$ cat src/inc/fspc_pkg.sv
// constants, carriers and decode helpers for the flash security/protection block
package fspc_pkg;

  // register indices within the flash register page
  localparam logic [2:0] FSPC_IDX_OPT  = 3'h1;
  localparam logic [2:0] FSPC_IDX_CFG  = 3'h3;
  localparam logic [2:0] FSPC_IDX_PROT = 3'h4;
  localparam logic [2:0] FSPC_IDX_STAT = 3'h5;

  // options register fields
  localparam int         FSPC_OPT_BACKDOOR_KEY_ENABLE_BIT = 7;
  localparam int         FSPC_OPT_NORED_BIT = 6;
  localparam int         FSPC_OPT_SEC_LSB   = 0;
  localparam logic [7:0] FSPC_OPT_MASK      = 8'hC3;
  localparam logic [1:0] FSPC_SEC_OPEN      = 2'h2;

  // configuration register fields
  localparam int         FSPC_CFG_KEY_ACCESS_ENABLE_BIT = 5;
  localparam logic [7:0] FSPC_CFG_MASK       = 8'h20;
  localparam logic [7:0] FSPC_CFG_RST        = 8'h00;

  // protection register fields
  localparam int         FSPC_PROT_DIS_BIT = 0;
  localparam int         FSPC_PAGE_BITS    = 9;

  // status register fields
  localparam int         FSPC_STAT_VIOL_BIT = 5;
  localparam logic [7:0] FSPC_STAT_RST      = 8'h00;

  // backdoor key window
  localparam logic [15:0] FSPC_KEY_BASE  = 16'hFFB0;
  localparam int          FSPC_KEY_BYTES = 8;
  localparam logic [3:0]  FSPC_KEY_FULL  = 4'h8;

  // register port request
  typedef struct packed {
    logic       wr;
    logic       rd;
    logic       dbg;
    logic [2:0] idx;
    logic [7:0] wdata;
  } fspc_reg_req_s;

  // flash array write request
  typedef struct packed {
    logic        wr;
    logic        dbg;
    logic [15:0] addr;
    logic [7:0]  wdata;
  } fspc_mem_wr_s;

  // only one code of the two-bit field leaves the part open
  function automatic logic fspc_sec_open(input logic [1:0] field);
    return field == FSPC_SEC_OPEN;
  endfunction

  // address falls in the eight-byte key window
  function automatic logic fspc_in_key(input logic [15:0] addr);
    return addr[15:3] == FSPC_KEY_BASE[15:3];
  endfunction

endpackage

$ cat src/core/fspc_prot_chk.sv
// protected-region address check and grow-only write filter
`timescale 1ns/1ns
module fspc_prot_chk
  import fspc_pkg::*;
(
  input  wire logic [7:0]  prot_i,    // current protection register
  input  wire logic [15:0] addr_i,    // address of a program/erase
  input  wire logic [7:0]  new_i,     // value offered by a write
  output logic             hit_o,     // address lies in protected end
  output logic             grow_ok_o  // write may be taken
);

  logic [15:0] open_end;
  logic [15:0] new_end;
  logic        prot_off;

  // select field names the last unprotected address, its low nine bits all ones
  assign prot_off = prot_i[FSPC_PROT_DIS_BIT];
  assign open_end = {prot_i[7:1], {FSPC_PAGE_BITS{1'b1}}};
  assign new_end  = {new_i[7:1], {FSPC_PAGE_BITS{1'b1}}};

  // high end above the select point
  assign hit_o = !prot_off && (addr_i > open_end);

  // only a lower end point is a larger region
  assign grow_ok_o = prot_off ||
                     (!new_i[FSPC_PROT_DIS_BIT] && (new_end < open_end));

endmodule // fspc_prot_chk

$ cat src/core/fspc_key_cmp.sv
// capture of the eight comparison bytes and match against the stored key
`timescale 1ns/1ns
module fspc_key_cmp
  import fspc_pkg::*;
(
  input  wire logic        clk_i,     // bus clock
  input  wire logic        rst_b_i,   // synchronous reset, active low
  input  wire logic        clear_i,   // start a fresh entry
  input  wire logic        wr_i,      // key byte write
  input  wire logic [2:0]  idx_i,     // byte position in window
  input  wire logic [7:0]  data_i,    // key byte
  input  wire logic [63:0] key_i,     // stored key, byte 0 lowest
  output logic             match_o    // full, ordered, equal entry
);

  logic [7:0] key_buf [FSPC_KEY_BYTES];
  logic [3:0] count;
  logic       order_ok;
  logic       in_order;
  logic       equal;

  // bytes must arrive strictly ascending from the first
  assign in_order = ({1'b0, idx_i} == count);

  // buffer and ordering tracker
  always_ff @(posedge clk_i)
  begin
    if (!rst_b_i || clear_i)
    begin
      count    <= 4'h0;
      order_ok <= 1'b1;
    end
    else if (wr_i)
    begin
      key_buf[idx_i] <= data_i;
      order_ok       <= order_ok && in_order && (count != FSPC_KEY_FULL);
      if (count != FSPC_KEY_FULL)
        count <= count + 4'h1;
    end
  end

  // byte-wise compare
  always_comb
  begin
    equal = 1'b1;
    for (int i = 0; i < FSPC_KEY_BYTES; i++)
      if (key_buf[i] != key_i[8*i +: 8])
        equal = 1'b0;
  end

  assign match_o = order_ok && (count == FSPC_KEY_FULL) && equal;

endmodule // fspc_key_cmp

$ cat src/core/fspc_ctrl.sv
// flash options, security key gating and block protection control
`timescale 1ns/1ns
module fspc_ctrl
  import fspc_pkg::*;
(
  input  wire logic          clk_i,                 // bus clock, 25 MHz
  input  wire logic          rst_b_i,               // synchronous reset, active low
  input  wire logic [7:0]    nv_options_copy_i,     // nonvolatile options byte
  input  wire logic [7:0]    nv_protection_copy_i,  // nonvolatile protection byte
  input  wire logic [63:0]   stored_backdoor_key_i, // stored key, byte 0 lowest
  input  wire fspc_reg_req_s reg_req_i,             // register port request
  output logic [7:0]         rd_data_o,             // register read data
  input  wire fspc_mem_wr_s  mem_wr_i,              // flash array write
  input  wire logic          mem_acc_req_i,         // memory content access
  input  wire logic          unsecure_src_i,        // access from unsecured source
  input  wire logic          blank_ok_i,            // blank check found all erased
  output logic               mem_acc_grant_o,       // memory access allowed
  output logic               cmd_start_o,           // flash command launched
  output logic [15:0]        cmd_addr_o,            // address of launched command
  output logic [7:0]         cmd_data_o,            // data of launched command
  output logic               secure_o,              // part is secured
  output logic               vector_redirect_en_o,  // vector redirection active
  output logic               backdoor_key_enable_o, // key mechanism enabled
  output logic               key_access_enable_o,   // key window in key mode
  output logic               protection_violation_flag_o // sticky violation
);

  // key entry sequencing
  typedef enum logic [1:0] {
    FSPC_KEY_IDLE    = 2'b00,
    FSPC_KEY_COLLECT = 2'b01,
    FSPC_KEY_CHECK   = 2'b10
  } fspc_key_e;

  fspc_key_e  key_state;
  fspc_key_e  next_key_state;

  logic [7:0] flash_options;
  logic [7:0] flash_config;
  logic [7:0] flash_protection;
  logic [7:0] flash_status;

  logic [1:0] security_state_field;
  logic       backdoor_key_enable;
  logic       vector_redirect_disable;
  logic       key_access_enable;
  logic       sec_open;

  logic       wr_cfg;
  logic       wr_prot;
  logic       wr_stat;
  logic       rd_hit;
  logic [7:0] rd_value;

  logic       in_key;
  logic       key_byte_wr;
  logic       cmd_req;
  logic       win_key_wr;
  logic       cmd_go;
  logic       rd_take;
  logic       open_evt;
  logic       prot_hit;
  logic       grow_ok;
  logic       key_match;
  logic       key_clear;
  logic       key_granted;
  logic       unlock_key;
  logic       viol_set;
  logic       viol_clr;
  logic       next_viol;

  // field views of the stored registers
  assign security_state_field    = flash_options[FSPC_OPT_SEC_LSB +: 2];
  assign backdoor_key_enable     = flash_options[FSPC_OPT_BACKDOOR_KEY_ENABLE_BIT];
  assign vector_redirect_disable = flash_options[FSPC_OPT_NORED_BIT];
  assign key_access_enable       = flash_config[FSPC_CFG_KEY_ACCESS_ENABLE_BIT];

  assign sec_open = fspc_sec_open(security_state_field);

  // register write decode
  // configuration and status take either source
  assign wr_cfg  = reg_req_i.wr && (reg_req_i.idx == FSPC_IDX_CFG);
  assign wr_prot = reg_req_i.wr && reg_req_i.dbg && (reg_req_i.idx == FSPC_IDX_PROT);
  assign wr_stat = reg_req_i.wr && (reg_req_i.idx == FSPC_IDX_STAT);

  // flash write steering
  assign in_key = fspc_in_key(mem_wr_i.addr);
  // key mode turns window writes into comparison bytes
  assign win_key_wr = mem_wr_i.wr && in_key && key_access_enable;
  // debug-sourced bytes are dropped outright
  // outside collection a byte is dropped so a stale entry cannot finish
  assign key_byte_wr = win_key_wr && !mem_wr_i.dbg && (key_state == FSPC_KEY_COLLECT);
  // otherwise a write is the start of a command
  assign cmd_req = mem_wr_i.wr && !win_key_wr;
  // a protected target is dropped here and flagged below
  assign cmd_go  = cmd_req && !prot_hit;

  // protection check and write filter
  // the filter judges every offered byte; only a debug write uses it
  fspc_prot_chk u_prot_chk (
    .prot_i    (flash_protection),
    .addr_i    (mem_wr_i.addr),
    .new_i     (reg_req_i.wdata),
    .hit_o     (prot_hit),
    .grow_ok_o (grow_ok)
  );

  // comparison byte capture
  fspc_key_cmp u_key_cmp (
    .clk_i   (clk_i),
    .rst_b_i (rst_b_i),
    .clear_i (key_clear),
    .wr_i    (key_byte_wr),
    .idx_i   (mem_wr_i.addr[2:0]),
    .data_i  (mem_wr_i.wdata),
    .key_i   (stored_backdoor_key_i),
    .match_o (key_match)
  );

  // key entry state machine
  always_comb
  begin
    next_key_state = key_state;
    key_clear      = 1'b0;
    case (key_state)
      FSPC_KEY_IDLE:
      begin
        if (key_access_enable)
        begin
          // a fresh entry resets the byte count and order flag of the last one
          key_clear      = 1'b1;
          next_key_state = FSPC_KEY_COLLECT;
        end
      end
      FSPC_KEY_COLLECT:
      begin
        // clearing key access closes the entry
        if (!key_access_enable)
          next_key_state = FSPC_KEY_CHECK;
      end
      FSPC_KEY_CHECK:
      begin
        // one cycle only, so an entry unlocks at most once
        next_key_state = FSPC_KEY_IDLE;
      end
      default:
      begin
        next_key_state = FSPC_KEY_IDLE;
      end
    endcase
  end

  // enable bit gates the backdoor unlock
  // bytes are still collected with it clear; only the unlock is withheld
  assign key_granted = backdoor_key_enable;
  // compare once the entry is closed
  assign unlock_key = (key_state == FSPC_KEY_CHECK) && key_granted && key_match;
  assign open_evt   = unlock_key || blank_ok_i;

  // violation flag, set wins over clear so no event is lost
  // protected command dropped and flagged
  assign viol_set  = cmd_req && prot_hit;
  assign viol_clr  = wr_stat && reg_req_i.wdata[FSPC_STAT_VIOL_BIT];
  assign next_viol = viol_set || (flash_status[FSPC_STAT_VIOL_BIT] && !viol_clr);

  // only a mapped read drives the data lines
  assign rd_take = reg_req_i.rd && rd_hit;

  // read selection
  // protection readable at any time
  always_comb
  begin
    rd_hit = 1'b1;
    case (reg_req_i.idx)
      FSPC_IDX_OPT:  rd_value = flash_options & FSPC_OPT_MASK;
      FSPC_IDX_CFG:  rd_value = flash_config & FSPC_CFG_MASK;
      FSPC_IDX_PROT: rd_value = flash_protection;
      FSPC_IDX_STAT: rd_value = flash_status;
      default:
      begin
        rd_value = 8'h00;
        rd_hit   = 1'b0;
      end
    endcase
  end

  // key sequencer state
  always_ff @(posedge clk_i)
  begin
    if (!rst_b_i)
      key_state <= FSPC_KEY_IDLE;
    else
      key_state <= next_key_state;
  end

  // options register: read-only, security may only open up
  always_ff @(posedge clk_i)
  begin
    // nonvolatile copy taken on every reset
    if (!rst_b_i)
      flash_options <= nv_options_copy_i & FSPC_OPT_MASK;
    // key match or clean blank check opens the part
    // open lasts until the next reset reload
    else if (open_evt)
      flash_options[FSPC_OPT_SEC_LSB +: 2] <= FSPC_SEC_OPEN;
  end

  // configuration register
  always_ff @(posedge clk_i)
  begin
    if (!rst_b_i)
      flash_config <= FSPC_CFG_RST;
    // only the key access bit is kept
    else if (wr_cfg)
      flash_config <= reg_req_i.wdata & FSPC_CFG_MASK;
  end

  // protection register
  always_ff @(posedge clk_i)
  begin
    // nonvolatile copy taken on every reset
    if (!rst_b_i)
      flash_protection <= nv_protection_copy_i;
    // shrinking writes leave it untouched
    // a shrink attempt is dropped whole, never clipped
    else if (wr_prot && grow_ok)
      flash_protection <= reg_req_i.wdata;
  end

  // status register, violation bit only
  always_ff @(posedge clk_i)
  begin
    if (!rst_b_i)
      flash_status <= FSPC_STAT_RST;
    else
      flash_status[FSPC_STAT_VIOL_BIT] <= next_viol;
  end

  // command launch, dropped when it hits the protected end
  always_ff @(posedge clk_i)
  begin
    if (!rst_b_i)
    begin
      cmd_start_o <= 1'b0;
      cmd_addr_o  <= 16'h0000;
      cmd_data_o  <= 8'h00;
    end
    else
    begin
      cmd_start_o <= cmd_go;
      // address and data hold between launches
      if (cmd_go)
      begin
        cmd_addr_o <= mem_wr_i.addr;
        cmd_data_o <= mem_wr_i.wdata;
      end
    end
  end

  // memory access gate, one cycle after the request
  always_ff @(posedge clk_i)
  begin
    if (!rst_b_i)
      mem_acc_grant_o <= 1'b0;
    // secure part refuses unsecured sources
    // trusted sources still pass while secure
    else
      mem_acc_grant_o <= mem_acc_req_i && (sec_open || !unsecure_src_i);
  end

  // register read data, zero for unmapped or idle
  always_ff @(posedge clk_i)
  begin
    // idle zero lets the core merge several read sources
    if (!rst_b_i)
      rd_data_o <= 8'h00;
    else if (rd_take)
      rd_data_o <= rd_value;
    else
      rd_data_o <= 8'h00;
  end

  // security outputs, registered so they lag the fields by one edge
  always_ff @(posedge clk_i)
  begin
    if (!rst_b_i)
    begin
      // fail safe: secure until the loaded code is seen
      secure_o              <= 1'b1;
      vector_redirect_en_o  <= 1'b0;
      backdoor_key_enable_o <= 1'b0;
    end
    else
    begin
      secure_o              <= !sec_open;
      vector_redirect_en_o  <= !vector_redirect_disable;
      backdoor_key_enable_o <= backdoor_key_enable;
    end
  end

  // mirrors of the configuration and status bits
  always_ff @(posedge clk_i)
  begin
    if (!rst_b_i)
    begin
      key_access_enable_o         <= 1'b0;
      protection_violation_flag_o <= 1'b0;
    end
    else
    begin
      key_access_enable_o         <= key_access_enable;
      protection_violation_flag_o <= flash_status[FSPC_STAT_VIOL_BIT];
    end
  end

endmodule // fspc_ctrl

$ cat config.mk
export PLATFORM = sky130hd
export DESIGN_NAME = fspc_ctrl
export DESIGN_NICKNAME = d
export VERILOG_FILES = /design/src/inc/fspc_pkg.sv /design/src/core/fspc_prot_chk.sv /design/src/core/fspc_key_cmp.sv /design/src/core/fspc_ctrl.sv
export SDC_FILE = /design/constraint.sdc
export NUM_CORES = 1
export LEC_CHECK = 0
export BUFFER_PORTS_ARGS = -buffer_cell sky130_fd_sc_hd__buf_2
export CAP_MARGIN = 20
export CORE_UTILIZATION = 50
export CTS_BUF_LIST = sky130_fd_sc_hd__clkbuf_8
export CTS_CLUSTER_SIZE = 40
export DETAILED_ROUTE_END_ITERATION = 10
export PLACE_DENSITY = 0.78
export SYNTH_ARGS = -nofsm -noshare
export SYNTH_HDL_FRONTEND = slang
export SYNTH_SLANG_ARGS = --single-unit
export TNS_END_PERCENT = 5
$ cat constraint.sdc
create_clock -name clk_i -period 3.1 [get_ports clk_i]
set_clock_uncertainty 0.1 [all_clocks]
set_input_delay 0.62 -clock clk_i [delete_from_list [all_inputs] [get_ports clk_i]]
set_output_delay 0.62 -clock clk_i [all_outputs]
set_load 0.02 [all_outputs]
# Yosys cells after proc, flatten, opt, wreduce, memory -nomap -nowiden
# Memories as Yosys holds them, arrays and structs flattened.
# Cells that the tools add are included.
[op_classes]
n_addsub = 1
mul = 0
div = 0
magnitude_cmp = 2
n_eq_ne = 23
shifts = 0
mux = 22
bitwise = 0
n_reduce_logical = 44
[op_table]
columns = ["op", "n"]
rows = [
  ["$ne 8x8->1", 8],
  ["$pmux 8 s4", 1],
  ["$logic_and 1x1->1", 24],
  ["$gt 16x16->1", 1],
  ["$lt 16x16->1", 1],
  ["$mux 8", 2],
  ["$mux 1", 14],
  ["$eq 13x13->1 const B", 1],
  ["$logic_not 1->1", 10],
  ["$mux 2", 4],
  ["$eq 3x3->1 const B", 2],
  ["$reduce_and 2->1", 3],
  ["$logic_or 1x1->1", 5],
  ["$add 4x1->4 const B", 1],
  ["$eq 2x2->1 const B", 2],
  ["$eq 3x4->1", 1],
  ["$eq 4x4->1 const B", 1],
  ["$ne 2x1->1 const B", 2],
  ["$ne 2x2->1 const B", 2],
  ["$ne 4x4->1 const B", 1],
  ["$pmux 2 s2", 1],
  ["$reduce_or 4->1", 1],
  ["$eq 3x1->1 const B", 1],
  ["$eq 3x2->1 const B", 1],
  ["other kinds (2)", 2],
]
[totals]
register_bits = 60
latch_bits = 0
ramBits = 64
romBits = 0
in_bits = 125
out_inout_bits = 39
elab_cells = 111
memories = 1
[mem_list]
columns = ["name", "words", "width", "rd", "rd_ports_with_merged_regs", "write_ports", "line_no", "text"]
rows = [
  ["u_key_cmp.key_buf", 8, 8, 8, 0, 1, "fspc_key_cmp.sv:16", "logic [7:0] key_buf [FSPC_KEY_BYTES];"],
]

# Depth between registers and ports, before layout
# An unclocked memory read counts as a cell.
[logic_depth]
ltp_word = 15
ltp_mapped = 10
mapped_depth_nobuf = 8

# Hierarchy
# From an unflattened synthesis, not the netlist that was laid out.
[unflattened]
cells_unflattened = 442
hier_area_um2 = 5482.8
[modules_own_cells]
columns = ["mod", "instances", "cells_per_inst", "area_each_um2", "seq_area_each_um2"]
rows = [
  ["fspc_key_cmp", 1, 199, 3011.6, 2021.9],
  ["fspc_ctrl", 1, 200, 2149.6, 1221.2],
  ["fspc_prot_chk", 1, 43, 321.6, 0.0],
]

# Worst setup path after synthesis
# OpenSTA, ideal clock, no wires.
[synth_timing]
kind = "input to register"
startpoint = "input port mem_wr_i[14] (netlist name)"
endpoint = "memory u_key_cmp.key_buf[1][0], enable pin"
setup_ps = 383
t_arrival_ps = 2452
t_required_ps = 2617
setup_slack_ps = 164
cell_stages = 5
n_path_buf = 0
cell_sequence = "nand4bb_1 > or4_4 > nor4b_4 > nand3_1 > nor3_1"
[synth_between]
elab_chain_len = 8
[synth_rtl]
columns = ["element", "line_no", "text"]
rows = [
  ["from (decl)", "fspc_ctrl.sv:13", "input wire fspc_mem_wr_s mem_wr_i,"],
  ["$eq 13x13->1", "fspc_pkg.sv:59", "return addr[15:3] == FSPC_KEY_BASE[15:3];"],
  ["$logic_and 1x1->1 (2 in series)", "fspc_ctrl.sv:89", "assign win_key_wr = mem_wr_i.wr && in_key && key_access_enable;"],
  ["$logic_and 1x1->1 (2 in series)", "fspc_ctrl.sv:92", "assign key_byte_wr = win_key_wr && !mem_wr_i.dbg && (key_state == FSPC_KEY_COLLECT);"],
  ["$mux 1", "fspc_key_cmp.sv:33", "else if (wr_i)"],
  ["$mux 1", "fspc_key_cmp.sv:28", "if (!rst_b_i || clear_i)"],
  ["$mux 1 (implied by the code)", "fspc_key_cmp.sv:35", "key_buf[idx_i] <= data_i;"],
  ["to (decl)", "fspc_key_cmp.sv:16", ""],
]
# Every way passes these cells.

# Worst setup path after layout
[layout_timing]
startpoint = "register flash_config[5]"
endpoint = "memory u_key_cmp.key_buf[0][3], enable pin"
[layout_between]
elab_chain_len = 6
word_cells_on_any_way = 9
classes_between = "mux: 5; reduce/logical: 4"
[layout_rtl]
columns = ["element", "line_no", "text"]
rows = [
  ["from (decl)", "fspc_ctrl.sv:39", "logic [7:0] flash_config;"],
  ["from (signal assigned)", "fspc_ctrl.sv:215", "flash_config <= reg_req_i.wdata & FSPC_CFG_MASK;"],
  ["$logic_and 1x1->1", "fspc_ctrl.sv:89", ""],
  ["$logic_and 1x1->1 (2 in series)", "fspc_ctrl.sv:92", ""],
  ["$mux 1", "fspc_key_cmp.sv:33", ""],
  ["$mux 1 *", "fspc_key_cmp.sv:28", ""],
  ["$mux 1 (implied by the code) *", "fspc_key_cmp.sv:35", ""],
]
# Every way passes the cells marked *; elsewhere a longest branch is shown, timed or not.

==> qor.txt <==
Nets - 757
Detailed placement HPWL - 9220 µm
Slew headroom - 62.7%
CTS Buf Count - 17
Hold-critical path depth - 2
Asr flop ratio synth - 0%
Final Cycle Share - 84.1%
Initial DRC Count - 241
Max Freq - 384 MHz
Synth cell types - 44
PwrDens - 538 nW/µm²
Largest net degree at the start of global routing - 45
Worst vdd ir - 0.000329 V
Max-cap violation count - 0
Buffers on Ports - 159
Worst hold endpoint - mem_acc_grant_o
Worst Path Required - 3140 ps
CP Cell Sequence - nand4_1, or4_4, nor4b_4, nand3b_1, nor3_1, buf_4
DRC violations left - 0
Root buf cell - clkbuf_8
IO Count - 164
DR vias - 3956
Synth top area share - 42.9%
Share of cells above drive strength 1 - 34.1%
Synth Net Count - 580
Netlist Area Pre-Place - 5310 µm²
WL/cell - 16.4 µm
CP max stage delay - 570 ps
Max-slew violation count - 0
Slew @ Worst Pin - 555 ps
Seq/Total Area, Yosys - 61.0%
Cells after Synth - 440
Non-filler cells, final - 766
Drt total wl - 12500 µm
Placed insts - 734
Crit end category - flip-flop
Synth Area per Inst - 12.1 µm²
DIE WIDTH - 105 µm
Total GRT Usage - 24.1%
Main synth FF type - edfxtp_1
Cell taking the most area after synthesis - edfxtp_1
Filler instances - 775
Critical Path Slowest Stage Cell - or4_4
Htree depth - 4
Die Area - 11000 µm²
Final hold violation count - 0
Pre-CTS setup slack - 169 ps
Fin crit period - 2610 ps
Post-cts resize count - 0
CTS tree - built
Worst Path Max Fanout - 6
Tot Pwr - 3.62 mW
Initial antenna violation count - 0
Site Rows - 37
P&R area growth vs syn - 26.7%
Worst-Skew Late Latency - 430 ps
Vias in the first global route - 4083
Setup Fix Bufs, Post-CTS - 0
Global-route wire length before repair - 20000 µm
Critical path launch point - flash_config[5]
Top-count cell post-synth - edfxtp_1
Setup TNS - 0 ps
Post-synth top cells - edfxtp_1, dfxtp_1, xor2_1, nand2_1
Die height - 105 µm
Hold_sp - unsecure_src_i
Hold WC Path Type - input pin to flip-flop
Seq. cell area - 3240 µm²
Status - finished clean
DR vias/cell - 5.16
DRT antenna net count - 0
Final setup viols - 0
Sink Count - 124
Register bit total from synthesis - 124
Worst Path Arrival - 2640 ps
Core area - 10300 µm²
Worst R2R Path Depth - 6
GP Congestion - 0.867
Clk buf depth - 2
Setup ws final - 493 ps
Grt total ovfl - 0
RSZ-0062 raised after global routing - false
Worst R2R Start - flash_config[5]
Synth area leaders - edfxtp_1, dfxtp_1, xor2_1
Worst hold slack - 261 ps
Hold-fix buffers, CTS - 0
Slack of the worst reg-to-reg path - 490 ps
N_diodes - 0
Path type of the worst setup path - flip-flop to flip-flop
YS warnings - 0
Post-synth EDFFs - 76
Initial core utilization - 51.5%
Crit path launch type - flip-flop
Area of the multi-input gates - 1970 µm²
Pre-antenna DRT Iters - 5
Static power due to leakage - 2.77 nW
Worst-path clk slew - 70 ps
RR Endpoint - u_key_cmp.key_buf[0][3]
==> critical path: cells and delay by family (launching register included) <==
| family | cells | cell delay [ps] |
|---|---|---|
| buffers and inverters | 1 | 230 |
| DFF | 1 | 450 |
| and+or+nand+nor | 5 | 1540 |
==> where the power goes <==
part           total [mW]  switching (mW)  internal, mW  leakage (nW)
clock                1.44           0.646         0.793         0.201
sequential           1.82          0.0234          1.79          1.09
combinational       0.367           0.212         0.155          1.49
==> placed cells by master, fill, tap and decap left out, drive strengths merged, types with 5 or more instances in the layout <==
| cell | n |
|---|---|
| o21ai | 29 |
| nor2 | 22 |
| nand3 | 29 |
| clkinv | 7 |
| nand2 | 37 |
| nand4 | 15 |
| xor2 | 45 |
| clkbuf | 17 |
| a21oi | 6 |
| edfxtp | 76 |
| nor2b | 5 |
| inv | 14 |
| dfxtp | 48 |
| ha | 15 |
| nor4 | 13 |
| buf | 172 |
| xnor2 | 25 |
| mux2 | 8 |
==> registers in the layout (all words and copies together), names as in the netlist, 2 cells and up <==
name               flops
cmd_addr_o            16
rd_data_o              8
cmd_data_o             8
flash_protection       8
flash_options          4
u_key_cmp.count        4
u_key_cmp.key_buf     64
key_state              2
==> through the flow <==
stage / cell area (µm²) / utilization [%]
after global routing: 6730 / 65.2
after detailed placement: 6320 / 61.3
final: 6730 / 65.2
after global placement: 6320 / 61.3
after CTS: 6730 / 65.2
after floorplan: 5310 / -
==> cells by family after synthesis <==
family / synth area share (%)
xor gates and xnor gates: 11.5
and+or+nand+nor: 14.4
DFF: 61.0
muxes: 2.07
AOI/OAI and AO/OA: 5.39
adders and majority gates: 3.53
buffers and inverters: 2.07
==> per-layer routing <==
layer  vias to the layer above  routed length, µm  GRT usage [%]
met5                         -                  0              0
met4                         0                225           8.95
met3                        21                797           6.80
met2                       150               6230           41.4
met1                      1844               5290           28.8
li1                       1941                  -              -
==> worst max-delay path by stage <==
| stage | to | slack, ps | depth (start not counted) |
|---|---|---|---|
| global route | u_key_cmp.key_buf[0][3] | 330 | 6 |
| floorplan | u_key_cmp.key_buf[1][0] | 160 | 5 |
| CTS | u_key_cmp.key_buf[0][3] | 500 | 6 |
| global placement | u_key_cmp.key_buf[0][3] | 190 | 7 |
| detailed placement | u_key_cmp.key_buf[0][3] | 170 | 7 |
| finish | u_key_cmp.key_buf[0][3] | 490 | 6 |
==> layout make-up <==
class / count / area share, %
tap: 136 / 2.53
inverter: 12 / 0.669
timing repair buffer: 172 / 13.3
multi-input combinational: 290 / 29.3
clock inverter: 15 / 2.58
sequential: 124 / 48.2
clock buffer: 17 / 3.48
Power figures use the tool's default switching activity.
